$ cat config.mk
export PLATFORM = sky130hd
export DESIGN_NAME = operand_address_generator
export DESIGN_NICKNAME = d
export VERILOG_FILES = /design/src/pkg/addr_gen_pkg.sv /design/src/design/address_adder.sv /design/src/design/mode_classifier.sv /design/src/design/operand_address_generator.sv
export SDC_FILE = /design/constraint.sdc
export NUM_CORES = 1
export LEC_CHECK = 0
export BUFFER_PORTS_ARGS = -buffer_cell sky130_fd_sc_hd__buf_4
export CAP_MARGIN = 0
export CORE_ASPECT_RATIO = 1.1
export CORE_MARGIN = 4
export CORE_UTILIZATION = 32
export DETAILED_ROUTE_END_ITERATION = 10
export PLACE_DENSITY = 0.54
export SLEW_MARGIN = 30
export SYNTH_ARGS = -nofsm -noshare
export SYNTH_HDL_FRONTEND = slang
export SYNTH_SLANG_ARGS = --single-unit
$ cat constraint.sdc
create_clock -name clk -period 11.1 [get_ports clk]
set_clock_uncertainty 0.1 [all_clocks]
set_input_delay 2.775 -clock clk [delete_from_list [all_inputs] [get_ports clk]]
set_output_delay 2.775 -clock clk [all_outputs]
set_load 0.01 [all_outputs]
$ cat src/pkg/addr_gen_pkg.sv
// Shared types and constants for the operand address generator.
// Assumes one clock, a byte-wide memory port and big-endian operand words.
// Summary of operation
// - Seventeen operand addressing modes grouped into seven families.
// - Short forms address page zero, 0x0000 to 0x00FF.
// - Long forms reach the whole 64-Kbyte space.
// - Read-modify-write instructions decode short addressing forms only.
// - Inherent instructions are one byte, no operand bytes fetched.
// - Immediate is two bytes, only load, compare, logic and add/subtract.
// - Short direct uses one address byte after the opcode.
// - Long direct fetches a two-byte address word.
// - Indexed address is unsigned sum of X or Y and offset.
// - No-offset indexed fetches nothing, address is the index itself.
// - Short indexed fetches one offset byte, reaching up to 0x1FE.
// - Long indexed adds index to a two-byte offset word.
// - Indirect reads a pointer at the location given after the opcode.
// - Short indirect: byte location, byte pointer, operand in page zero.
// - Long indirect forms read a word pointer from a byte location.
// - Indirect-indexed address is pointer plus X or Y, unsigned.
// - Short indirect-indexed adds byte pointer to index, up to 0x1FE.
// - Raise mask instruction sets level 3, lower mask sets level 0.
// - Halt stops the oscillator; wait idles until an interrupt.
// - Relative target is PC plus signed 8-bit offset, direct or memory.
// - Prefix 0x90 selects Y, 0x92 indirect, 0x91 Y indirect-indexed.
package addr_gen_pkg;

    typedef enum logic [4:0] {
        M_INHERENT, M_IMMEDIATE, M_SHORT_DIR, M_LONG_DIR, M_NOOFS_IDX,
        M_SHORT_IDX, M_LONG_IDX, M_SHORT_IND, M_LONG_IND, M_SHORT_IND_IDX,
        M_LONG_IND_IDX, M_REL_DIR, M_REL_IND, M_BIT_DIR, M_BIT_IND,
        M_BIT_DIR_REL, M_BIT_IND_REL
    } mode_e;

    typedef enum logic [1:0] {
        PFX_NONE, PFX_Y_SEL, PFX_IND_SEL, PFX_YIND_SEL
    } prefix_e;

    localparam logic [7:0] Y_REGISTER_PREFIX = 8'h90;
    localparam logic [7:0] Y_INDIRECT_PREFIX = 8'h91;
    localparam logic [7:0] INDIRECT_PREFIX   = 8'h92;

    // Opcode row (upper nibble) selects the addressing family
    localparam logic [3:0] ROW_BIT_REL  = 4'h0;
    localparam logic [3:0] ROW_BIT      = 4'h1;
    localparam logic [3:0] ROW_REL      = 4'h2;
    localparam logic [3:0] ROW_RMW_DIR  = 4'h3;
    localparam logic [3:0] ROW_INH_A    = 4'h4;
    localparam logic [3:0] ROW_INH_X    = 4'h5;
    localparam logic [3:0] ROW_RMW_SIDX = 4'h6;
    localparam logic [3:0] ROW_RMW_NOFS = 4'h7;
    localparam logic [3:0] ROW_CTRL     = 4'h8;
    localparam logic [3:0] ROW_XFER     = 4'h9;
    localparam logic [3:0] ROW_IMM      = 4'hA;
    localparam logic [3:0] ROW_SDIR     = 4'hB;
    localparam logic [3:0] ROW_LDIR     = 4'hC;
    localparam logic [3:0] ROW_LIDX     = 4'hD;
    localparam logic [3:0] ROW_SIDX     = 4'hE;
    localparam logic [3:0] ROW_NOFS     = 4'hF;

    // Operations in the memory rows with no immediate form
    localparam logic [3:0] OP_STORE = 4'h7;
    localparam logic [3:0] OP_JUMP  = 4'hC;
    localparam logic [3:0] OP_CALL  = 4'hD;

    // Control row operations
    localparam logic [3:0] OP_NOP               = 4'h0;
    localparam logic [3:0] OP_TRAP              = 4'h1;
    localparam logic [3:0] OP_WAIT_FOR_INTERRUPT = 4'h2;
    localparam logic [3:0] OP_HALT              = 4'h3;
    localparam logic [3:0] OP_RAISE_MASK        = 4'h6;
    localparam logic [3:0] OP_LOWER_MASK        = 4'h7;

    localparam logic [1:0]  IMASK_RESET    = 2'h3;
    localparam logic [1:0]  IMASK_RAISED   = 2'h3;
    localparam logic [1:0]  IMASK_LOWERED  = 2'h0;
    localparam logic [15:0] PAGE_ZERO_TOP  = 16'h00FF;
    localparam logic [15:0] SHORT_IDX_TOP  = 16'h01FE;
    localparam logic [2:0]  LEN_RESET      = 3'h0;

    typedef struct packed {
        mode_e      mode;
        logic [1:0] opnd_n;
        logic [1:0] ptr_n;
        logic       use_y;
        logic       ctrl;
        logic       illegal;
        logic [3:0] op;
    } decode_s;

    typedef struct packed {
        mode_e       mode;
        logic [15:0] ea;
        logic [15:0] target;
        logic [2:0]  length;
        logic        illegal;
    } result_s;

endpackage : addr_gen_pkg
$ cat src/design/address_adder.sv
// Combinational effective address and branch target former.
// Assumes operand, pointer and index are registered upstream.
`timescale 1ns/1ps
module address_adder (
    input  wire addr_gen_pkg::mode_e mode,
    input  wire logic [15:0]         oper,
    input  wire logic [15:0]         ptr,
    input  wire logic [7:0]          index,
    input  wire logic [15:0]         pc_end,
    output logic [15:0]              ea,
    output logic [15:0]              target
);
    import addr_gen_pkg::*;

    function automatic logic [15:0] widen(input logic [7:0] b);
        widen = {8'h00, b};
    endfunction : widen

    logic [7:0] offset;

    always_comb begin
        ea     = '0;
        offset = '0;
        case (mode)
            M_SHORT_DIR, M_BIT_DIR:  ea = widen(oper[7:0]);
            M_BIT_DIR_REL:           ea = widen(oper[15:8]);
            M_LONG_DIR:              ea = oper;
            M_NOOFS_IDX:             ea = widen(index);
            // Nine-bit sum, no page wrap
            M_SHORT_IDX:             ea = widen(oper[7:0]) + widen(index);
            M_LONG_IDX:              ea = oper + widen(index);
            M_SHORT_IND, M_BIT_IND,
            M_BIT_IND_REL:           ea = widen(ptr[7:0]);
            M_LONG_IND:              ea = ptr;
            M_SHORT_IND_IDX:         ea = widen(ptr[7:0]) + widen(index);
            M_LONG_IND_IDX:          ea = ptr + widen(index);
            default:                 ea = '0;
        endcase
        case (mode)
            M_REL_DIR:                     offset = oper[7:0];
            M_REL_IND:                     offset = ptr[7:0];
            M_BIT_DIR_REL, M_BIT_IND_REL:  offset = oper[7:0];
            default:                       offset = '0;
        endcase
        target = pc_end + {{8{offset[7]}}, offset};
    end

endmodule : address_adder

$ cat src/design/mode_classifier.sv
// Combinational opcode and prefix classifier.
// Assumes opcode and prefix are held stable in registers by the sequencer.
`timescale 1ns/1ps
module mode_classifier (
    input  wire logic [7:0]            opcode,
    input  wire addr_gen_pkg::prefix_e prefix,
    output addr_gen_pkg::decode_s      dec
);
    import addr_gen_pkg::*;

    logic [3:0] row;
    logic       ind;
    logic       ind_ok;
    logic       y_ok;

    always_comb begin
        row       = opcode[7:4];
        ind       = (prefix == PFX_IND_SEL) || (prefix == PFX_YIND_SEL);
        dec       = '0;
        dec.mode  = M_INHERENT;
        dec.op    = opcode[3:0];
        dec.use_y = (prefix == PFX_Y_SEL) || (prefix == PFX_YIND_SEL);
        ind_ok    = 1'b1;
        y_ok      = 1'b0;
        case (row)
            ROW_BIT_REL: begin
                dec.mode   = ind ? M_BIT_IND_REL : M_BIT_DIR_REL;
                dec.opnd_n = 2'd2;
                dec.ptr_n  = ind ? 2'd1 : 2'd0;
            end
            ROW_BIT: begin
                dec.mode   = ind ? M_BIT_IND : M_BIT_DIR;
                dec.opnd_n = 2'd1;
                dec.ptr_n  = ind ? 2'd1 : 2'd0;
            end
            ROW_REL: begin
                dec.mode   = ind ? M_REL_IND : M_REL_DIR;
                dec.opnd_n = 2'd1;
                dec.ptr_n  = ind ? 2'd1 : 2'd0;
            end
            ROW_RMW_DIR, ROW_SDIR: begin
                // Memory-to-memory rows exist in short form only
                dec.mode   = ind ? M_SHORT_IND : M_SHORT_DIR;
                dec.opnd_n = 2'd1;
                dec.ptr_n  = ind ? 2'd1 : 2'd0;
            end
            ROW_RMW_SIDX, ROW_SIDX: begin
                dec.mode   = ind ? M_SHORT_IND_IDX : M_SHORT_IDX;
                dec.opnd_n = 2'd1;
                dec.ptr_n  = ind ? 2'd1 : 2'd0;
                y_ok       = 1'b1;
            end
            ROW_RMW_NOFS, ROW_NOFS: begin
                dec.mode = M_NOOFS_IDX;
                ind_ok   = 1'b0;
                y_ok     = 1'b1;
            end
            ROW_IMM: begin
                dec.mode    = M_IMMEDIATE;
                dec.opnd_n  = 2'd1;
                ind_ok      = 1'b0;
                dec.illegal = (opcode[3:0] == OP_STORE) || (opcode[3:0] == OP_JUMP)
                              || (opcode[3:0] == OP_CALL);
            end
            ROW_LDIR: begin
                dec.mode   = ind ? M_LONG_IND : M_LONG_DIR;
                dec.opnd_n = ind ? 2'd1 : 2'd2;
                dec.ptr_n  = ind ? 2'd2 : 2'd0;
            end
            ROW_LIDX: begin
                dec.mode   = ind ? M_LONG_IND_IDX : M_LONG_IDX;
                dec.opnd_n = ind ? 2'd1 : 2'd2;
                dec.ptr_n  = ind ? 2'd2 : 2'd0;
                y_ok       = 1'b1;
            end
            ROW_INH_X: begin
                ind_ok = 1'b0;
                y_ok   = 1'b1;
            end
            ROW_CTRL: begin
                ind_ok   = 1'b0;
                dec.ctrl = 1'b1;
            end
            default: begin
                ind_ok = 1'b0;
            end
        endcase
        // Prefixes only legal where a Y or indirect twin exists
        case (prefix)
            PFX_Y_SEL:    dec.illegal = dec.illegal | ~y_ok;
            PFX_IND_SEL:  dec.illegal = dec.illegal | ~ind_ok;
            PFX_YIND_SEL: dec.illegal = dec.illegal | ~(ind_ok & y_ok);
            default:      dec.illegal = dec.illegal;
        endcase
    end

endmodule : mode_classifier

$ cat src/design/operand_address_generator.sv
// Operand address generator: fetches prefix, opcode, operand and pointer bytes.
// Assumes a same-clock memory port that answers a held request with an ack.
`timescale 1ns/1ps
module operand_address_generator (
    input  wire logic                   clk,
    input  wire logic                   reset,
    input  wire logic                   start,
    input  wire logic [15:0]            pc_start,
    input  wire logic [7:0]             x_index,
    input  wire logic [7:0]             y_index,
    input  wire logic                   irq_pending,
    input  wire logic                   mem_ack,
    input  wire logic [7:0]             mem_rdata,
    output logic                        mem_req,
    output logic [15:0]                 mem_addr,
    output logic                        done,
    output addr_gen_pkg::result_s       result,
    output logic [3:0]                  inherent_op,
    output logic [1:0]                  interrupt_mask,
    output logic                        osc_stop,
    output logic                        wait_for_interrupt
);
    import addr_gen_pkg::*;

    typedef enum logic [2:0] {
        ST_IDLE, ST_OPCODE, ST_DECODE, ST_OPERAND, ST_POINTER, ST_FINISH
    } state_e;

    state_e      state_r, state_nxt;
    prefix_e     pfx_r, pfx_nxt;
    logic [7:0]  opcode_r, opcode_nxt;
    logic [15:0] pc_r, pc_nxt;
    logic [15:0] oper_r, oper_nxt;
    logic [15:0] ptr_r, ptr_nxt;
    logic [1:0]  cnt_r, cnt_nxt;
    logic [2:0]  len_r, len_nxt;
    logic        req_r, req_nxt;
    logic [15:0] addr_r, addr_nxt;
    logic        done_r, done_nxt;
    result_s     res_r, res_nxt;
    logic [3:0]  op_r, op_nxt;
    logic [1:0]  imask_r, imask_nxt;
    logic        halt_r, halt_nxt;
    logic        wait_r, wait_nxt;

    decode_s     dec;
    logic [7:0]  index;
    logic [15:0] ea;
    logic [15:0] target;
    logic [7:0]  ptr_loc;

    mode_classifier u_classifier (
        .opcode (opcode_r),
        .prefix (pfx_r),
        .dec    (dec)
    );

    assign index = dec.use_y ? y_index : x_index;

    address_adder u_adder (
        .mode   (dec.mode),
        .oper   (oper_r),
        .ptr    (ptr_r),
        .index  (index),
        .pc_end (pc_r),
        .ea     (ea),
        .target (target)
    );

    always_comb begin
        state_nxt  = state_r;
        pfx_nxt    = pfx_r;
        opcode_nxt = opcode_r;
        pc_nxt     = pc_r;
        oper_nxt   = oper_r;
        ptr_nxt    = ptr_r;
        cnt_nxt    = cnt_r;
        len_nxt    = len_r;
        req_nxt    = req_r;
        addr_nxt   = addr_r;
        done_nxt   = 1'b0;
        res_nxt    = res_r;
        op_nxt     = op_r;
        imask_nxt  = imask_r;
        halt_nxt   = halt_r;
        wait_nxt   = wait_r;
        ptr_loc    = '0;
        // Any pending interrupt ends both low-power states
        if (irq_pending) begin
            halt_nxt = 1'b0;
            wait_nxt = 1'b0;
        end
        case (state_r)
            ST_IDLE: begin
                // No fetch while the core sleeps
                if (start && !halt_r && !wait_r) begin
                    pc_nxt    = pc_start;
                    addr_nxt  = pc_start;
                    req_nxt   = 1'b1;
                    pfx_nxt   = PFX_NONE;
                    len_nxt   = LEN_RESET;
                    state_nxt = ST_OPCODE;
                end
            end
            ST_OPCODE: begin
                if (mem_ack) begin
                    pc_nxt   = pc_r + 16'h0001;
                    addr_nxt = pc_r + 16'h0001;
                    len_nxt  = len_r + 3'd1;
                    // Only one prefix is honoured; a second is taken as an opcode
                    if (pfx_r == PFX_NONE && mem_rdata == Y_REGISTER_PREFIX) begin
                        pfx_nxt = PFX_Y_SEL;
                    end else if (pfx_r == PFX_NONE && mem_rdata == Y_INDIRECT_PREFIX) begin
                        pfx_nxt = PFX_YIND_SEL;
                    end else if (pfx_r == PFX_NONE && mem_rdata == INDIRECT_PREFIX) begin
                        pfx_nxt = PFX_IND_SEL;
                    end else begin
                        opcode_nxt = mem_rdata;
                        req_nxt    = 1'b0;
                        state_nxt  = ST_DECODE;
                    end
                end
            end
            ST_DECODE: begin
                oper_nxt = '0;
                ptr_nxt  = '0;
                cnt_nxt  = dec.opnd_n;
                if (dec.opnd_n != 2'd0) begin
                    req_nxt   = 1'b1;
                    addr_nxt  = pc_r;
                    state_nxt = ST_OPERAND;
                end else begin
                    state_nxt = ST_FINISH;
                end
            end
            ST_OPERAND: begin
                if (mem_ack) begin
                    oper_nxt = {oper_r[7:0], mem_rdata};
                    pc_nxt   = pc_r + 16'h0001;
                    len_nxt  = len_r + 3'd1;
                    cnt_nxt  = cnt_r - 2'd1;
                    addr_nxt = pc_r + 16'h0001;
                    if (cnt_r == 2'd1) begin
                        // Pointer location is the first byte after the opcode
                        ptr_loc = (dec.opnd_n == 2'd2) ? oper_r[7:0] : mem_rdata;
                        if (dec.ptr_n != 2'd0) begin
                            cnt_nxt   = dec.ptr_n;
                            addr_nxt  = {8'h00, ptr_loc};
                            state_nxt = ST_POINTER;
                        end else begin
                            req_nxt   = 1'b0;
                            state_nxt = ST_FINISH;
                        end
                    end
                end
            end
            ST_POINTER: begin
                if (mem_ack) begin
                    ptr_nxt  = {ptr_r[7:0], mem_rdata};
                    cnt_nxt  = cnt_r - 2'd1;
                    // Word pointer stays inside page zero
                    addr_nxt = {8'h00, addr_r[7:0] + 8'h01};
                    if (cnt_r == 2'd1) begin
                        req_nxt   = 1'b0;
                        state_nxt = ST_FINISH;
                    end
                end
            end
            ST_FINISH: begin
                done_nxt        = 1'b1;
                res_nxt.mode    = dec.mode;
                res_nxt.ea      = ea;
                res_nxt.target  = target;
                res_nxt.length  = len_r;
                res_nxt.illegal = dec.illegal;
                op_nxt          = dec.op;
                if (dec.ctrl && !dec.illegal) begin
                    case (dec.op)
                        OP_RAISE_MASK:         imask_nxt = IMASK_RAISED;
                        OP_LOWER_MASK:         imask_nxt = IMASK_LOWERED;
                        OP_HALT:               halt_nxt  = 1'b1;
                        OP_WAIT_FOR_INTERRUPT: wait_nxt  = 1'b1;
                        default:               imask_nxt = imask_r;
                    endcase
                end
                state_nxt = ST_IDLE;
            end
            default: begin
                req_nxt   = 1'b0;
                state_nxt = ST_IDLE;
            end
        endcase
    end

    always_ff @(posedge clk) begin
        if (reset) begin
            state_r  <= ST_IDLE;
            pfx_r    <= PFX_NONE;
            opcode_r <= '0;
            pc_r     <= '0;
            oper_r   <= '0;
            ptr_r    <= '0;
            cnt_r    <= '0;
            len_r    <= LEN_RESET;
            req_r    <= 1'b0;
            addr_r   <= '0;
            done_r   <= 1'b0;
            res_r    <= '0;
            op_r     <= '0;
            imask_r  <= IMASK_RESET;
            halt_r   <= 1'b0;
            wait_r   <= 1'b0;
        end else begin
            state_r  <= state_nxt;
            pfx_r    <= pfx_nxt;
            opcode_r <= opcode_nxt;
            pc_r     <= pc_nxt;
            oper_r   <= oper_nxt;
            ptr_r    <= ptr_nxt;
            cnt_r    <= cnt_nxt;
            len_r    <= len_nxt;
            req_r    <= req_nxt;
            addr_r   <= addr_nxt;
            done_r   <= done_nxt;
            res_r    <= res_nxt;
            op_r     <= op_nxt;
            imask_r  <= imask_nxt;
            halt_r   <= halt_nxt;
            wait_r   <= wait_nxt;
        end
    end

    assign mem_req            = req_r;
    assign mem_addr           = addr_r;
    assign done               = done_r;
    assign result             = res_r;
    assign inherent_op        = op_r;
    assign interrupt_mask     = imask_r;
    assign osc_stop           = halt_r;
    assign wait_for_interrupt = wait_r;
endmodule : operand_address_generator

# Yosys cells after proc, flatten, opt, wreduce, memory -nomap -nowiden
# Cells that the tools add are included.
classes:
  n_bitwise: 11
  n_reduce_logical: 47
  add_sub_neg: 9
  muxes: 83
  n_eq_ne: 60
op_table:
  columns: ["cell", "n"]
  rows:
  - ["case mux 16 bit (10 select lines)", 1]
  - ["two-way mux 16 bit", 9]
  - ["case mux 16 bit (2 select lines)", 3]
  - ["case mux 16 bit (5 select lines)", 1]
  - ["case mux 5 bit (9 select lines)", 1]
  - ["two-way mux 3 bit", 14]
  - ["equality test 5 x 4 -> 1 bit (second input constant)", 8]
  - ["equality test 4 bit (second input constant)", 9]
  - ["adder 16 x 8 -> 16 bit", 2]
  - ["two-way mux 1 bit", 26]
  - ["equality test 8 bit (second input constant)", 3]
  - ["two-way mux 2 bit", 12]
  - ["inequality test 2 bit (second input constant)", 11]
  - ["equality test 4 x 3 -> 1 bit (second input constant)", 5]
  - ["equality test 5 x 3 -> 1 bit (second input constant)", 4]
  - ["adder 8 x 8 -> 9 bit", 2]
  - ["adder 16 x 1 -> 16 bit (second input constant)", 1]
  - ["adder 16 bit", 1]
  - ["equality test 4 x 2 -> 1 bit (second input constant)", 4]
  - ["two-way mux 8 bit", 2]
  - ["case mux 8 bit (2 select lines)", 1]
  - ["case mux 3 bit (5 select lines)", 1]
  - ["nonzero test 2 bit", 7]
  - ["OR reduction 7 bit", 2]
  - ["other kinds (42)", 80]
word_totals:
  word_cells: 230
  register_bits: 133

# Logic depth before layout (Yosys ltp)
depth:
  depth_word: 11
  mapped_depth: 15

# Modules after synthesis
# A second synthesis with hierarchy kept.
unflattened:
  cells_unflattened: 1177
  area_unflattened_um2: 9278.9
modules_own_cells:
  columns: ["mod", "instances", "cells_per_inst", "area_per_inst_um2", "seq_area_each_um2"]
  rows:
  - ["operand_address_generator", 1, 812, 6486.2, 2642.5]
  - ["address_adder", 1, 309, 2447.3, 0.0]
  - ["mode_classifier", 1, 56, 345.3, 0.0]

# Least setup slack after synthesis
# No wires, ideal clock.
synth_timing:
  path_type: "input to register"
  start: "input y_index[1]"
  end: "register res_r, in the netlist result[33]"
  cell_stages: 9
  path_slack_ns: 6.126
  required_time_ns: 10.866
  setup_ns: 0.134
  t_arrival_ns: 4.741
  cell_sequence: "mux2i_1 > inv_1 > ha_1 > a211oi_1 > o21ai_0 > a31o_2 > a41oi_1 > a22o_1 > o22ai_1"
synth_between:
  elab_chain_len: 3
  elab_cells_between_ends: 4
  classes_between: "add/sub: 2; mux: 2"
synth_rtl:
  columns: ["item", "line", "source"]
  rows:
  - ["start, declared", "operand_address_generator.sv:10", "input wire logic [7:0] y_index,"]
  - ["two-way mux 8 bit (*)", "operand_address_generator.sv:58", "assign index = dec.use_y ? y_index : x_index;"]
  - ["adder 16 x 8 -> 16 bit (on tied branches)", "address_adder.sv:36, address_adder.sv:31", null]
  - ["case mux 16 bit (10 select lines) (*)", "address_adder.sv:24", "case (mode)"]
  - ["end signal, assigned", "operand_address_generator.sv:225", "res_r <= res_nxt;"]
  - ["end, declared", "operand_address_generator.sv:40", "result_s res_r, res_nxt;"]
# Mark *: on every way between the ends. The rest lies on a longest branch, timed or not.
# A chain may end at the register's enable or synchronous reset.

# Worst setup path after layout
# Ends and elaborated chain as after synthesis.

==> run metrics <==
outcome=finished clean; most common cell in the synthesized netlist=sky130_fd_sc_hd__nand2_1; overall die width=168 um; area enclosed by the die boundary=approximately 31000 sq um; Ant. Diodes=0; r2r worst-path depth=10; non-filler cells in the finished layout=1605; leakage power=a little over 0.004 uW; largest buffer count on any clock path=2; Setup crit end kind=flip-flop; Starting DRT DRC Count=~900; cell type with the largest total area after synthesis=sky130_fd_sc_hd__dfxtp_1; endpoint of the worst register-to-register path=result[33]; CTS Sinks=132; number of enable flip-flop cells after synthesis=0; Post-Layout Inst Area=~11000 sq um; leading cell types by total area after synthesis=sky130_fd_sc_hd__dfxtp_1, sky130_fd_sc_hd__a21oi_1, sky130_fd_sc_hd__nand2_1; TritonCTS Buffers=17; # resized after CTS=0; first-pass GRT wire length=51100 um; Area Overhead vs Synth=18.3%; syn_nets=around 1200; initial core utilization=~32%; worst slew slack as a fraction of its limit=33.8%; critical-path maximum fanout=5; Final ANT Viol Nets=0; list of most frequent post-synthesis cells=sky130_fd_sc_hd__nand2_1, sky130_fd_sc_hd__dfxtp_1, sky130_fd_sc_hd__a21oi_1; top-level port count=between 100 and 150; CTS Hold Buffers Added=0; largest net degree at the start of global routing=79; Yosys cell types=between 80 and 90; area fraction of the dominant cell type after synthesis=29.2%; startpoint type of the worst setup path=input pin; critical path class=in -> reg; Rows=64; asr flop ratio synth=0%; net total in the final layout=between 1000 and 1500; HP Start=result[9]; maximum achievable frequency=194 MHz; Main synth FF type=sky130_fd_sc_hd__dfxtp_1; met3 layer wire length in the routed design=~1600 um; Detailed Routing Iterations Pass 1=6; wire length on met2=15300 um; Buffers on Ports=~110; placer congestion estimate=just under 0.9; Top Metal Used=met4; average cell area after synthesis=7.78 sq um; placed cell count=~1600; final-report hold violation count=0; WHS Path Cells=2; count of final max-slew check failures=0; Pwr Density=127 nW/um^2; Avg Vias per Cell=5.80; HPWL after DPL=between 20000 and 25000 um; filler cell count in the final layout=2929; overall global routing resource usage=20.7%; Seq cells post-synth=between 100 and 150; final setup violation count=0; met1 wire length=14800 um; crit path time final=5.15 ns; area of the placeable core=27900 sq um; dpl cell area=10100 sq um; slack of the worst reg-to-reg path=6.76 ns; worst setup path startpoint=y_index[1]; die outline height=184 um; startpoint of the most critical register-to-register path=opcode_r[5]; overall routed net length=32500 um; portion of the post-synthesis area used by sequential elements=just under 30%; Worst-Skew Late Latency=0.43 ns; library cell used as clock root buffer=sky130_fd_sc_hd__clkbuf_16; Post CTS Setup Buffer Count=0; peak supply drop=94.4 uV; total grt overflow=0; Synth Instances=1163; data arrival time of the critical path=5.34 ns; Yosys warnings=0; post-route setup TNS=0 ns; data required time of the critical path=11.30 ns; average routed wire per standard cell=20.2 um; slew at the pin closest to its max-slew limit=0.985 ns; max-capacitance violation count=0; initial antenna violation count=0; summed instance area of the synthesized netlist=9050 sq um; via count of the first global-routing pass=8846; ratio of final minimum period to clock period=between 40% and 50%; clock-pin slew on the worst setup and hold paths=0.07 ns; class of the tightest hold or removal check=reg -> reg; Hold Path End=result[9]; total via count after detailed routing=around 9300; DRC viols=0; clock tree from TritonCTS=done; H-tree depth=4; fraction of layout instances using a drive strength above 1=~16%; setup repair after global routing missed its margin=false
==> cells by family (layout without fill, tap and decap cells) <==
| kind of cell | Yosys count | after routing | share of synthesized area (%) |
|---|---|---|---|
| AO/OA/AOI/OAI | 368 | 368 | 27.7 |
| flip-flops | 132 | 132 | 29.2 |
| buffers and inverters | 97 | 176 | 4.45 |
| AND/OR/NAND/NOR | 434 | 434 | 22.9 |
| XOR/XNOR | 41 | 41 | 3.97 |
| multiplexers | 51 | 51 | 5.97 |
| adder cells (fa/ha/maj) | 40 | 40 | 5.78 |
==> sequential cells by signal (all words and copies together), names as in the netlist <==
register,flops
cnt_r,2
done,1
inherent_op,4
interrupt_mask,1
len_r,3
mem_addr,16
mem_req,1
opcode_r,8
oper_r,16
osc_stop,1
pc_r,16
pfx_r,2
ptr_r,16
result,41
state_r,3
wait_for_interrupt,1
==> worst max-delay path by stage <==
stage / to / slack, ns / cells after the start
final: result[33] / 5.95 / 10
after global routing: result[29] / 5.80 / 10
after CTS: result[33] / 5.99 / 10
after detailed placement: result[33] / 5.55 / 10
after global placement: result[33] / 5.60 / 10
after floorplan: result[33] / 6.13 / 9
==> cell usage in the layout, fill, tap and decap left out, types with 10 or more instances in the layout <==
master and instances:
sky130_fd_sc_hd__a21o_1 11, sky130_fd_sc_hd__clkbuf_16 17, sky130_fd_sc_hd__xor2_1 13, sky130_fd_sc_hd__o211ai_1 15, sky130_fd_sc_hd__nand4_1 10, sky130_fd_sc_hd__mux2i_1 27
sky130_fd_sc_hd__xnor2_1 28, sky130_fd_sc_hd__nand3_1 62, sky130_fd_sc_hd__mux2_2 24, sky130_fd_sc_hd__dfxtp_1 132, sky130_fd_sc_hd__a221oi_1 12, sky130_fd_sc_hd__a222oi_1 18
sky130_fd_sc_hd__ha_1 37, sky130_fd_sc_hd__a211oi_1 20, sky130_fd_sc_hd__inv_1 22, sky130_fd_sc_hd__nand2_1 152, sky130_fd_sc_hd__buf_4 122, sky130_fd_sc_hd__and3_1 19
sky130_fd_sc_hd__a22o_1 13, sky130_fd_sc_hd__o21ai_0 50, sky130_fd_sc_hd__nor3_1 30, sky130_fd_sc_hd__nor2_1 83, sky130_fd_sc_hd__nor2b_1 17, sky130_fd_sc_hd__a21oi_1 119
==> metal layers <==
layer | GRT usage, % | vias up
met2 | 34.5 | 307
met4 | 6.72 | 0
met3 | 3.05 | 52
met1 | 27.5 | 4456
li1 | - | 4499
met5 | 0 | -
==> critical path, cell delays in order <==
cell and delay (ns):
sky130_fd_sc_hd__buf_4 0.11, sky130_fd_sc_hd__mux2i_1 0.29, sky130_fd_sc_hd__inv_1 0.16, sky130_fd_sc_hd__ha_1 0.33, sky130_fd_sc_hd__a211oi_1 0.41, sky130_fd_sc_hd__o21ai_0 0.40, sky130_fd_sc_hd__a31o_2 0.39, sky130_fd_sc_hd__a41oi_1 0.23
sky130_fd_sc_hd__a22o_1 0.18, sky130_fd_sc_hd__o22ai_1 0.07
==> report_power, final <==
group	internal (uW)	leakage, uW	switching [uW]
Combinational	105	0.00275	163
Clock	328	0.000264	228
Sequential	496	0.00107	36.7
==> area by class of cell <==
class	count	area [sq um]	share of cell area (%)
Clock inverter	12	135	1.26
Multi-Input combinational cell	934	6030	56.4
Timing Repair Buffer	122	916	8.56
Clock buffer	18	429	4.01
Sequential cell	132	2640	24.7
Tap cell	363	454	4.25
Inverter	24	90.1	0.842
==> per-stage QoR <==
step	power (uW)	utilization (%)	hold WS, ns	worst slack [ns]
3_5_place_dp	810	36.3	0.346	5.55
6_report	1360	38.4	0.355	5.95
2_1_floorplan	712	-	0.344	6.13
5_1_grt	1420	38.4	0.369	5.80
3_3_place_gp	808	36.3	0.343	5.60
4_1_cts	1360	38.4	0.354	5.99
No activity file was read; power rests on OpenSTA's default activity.
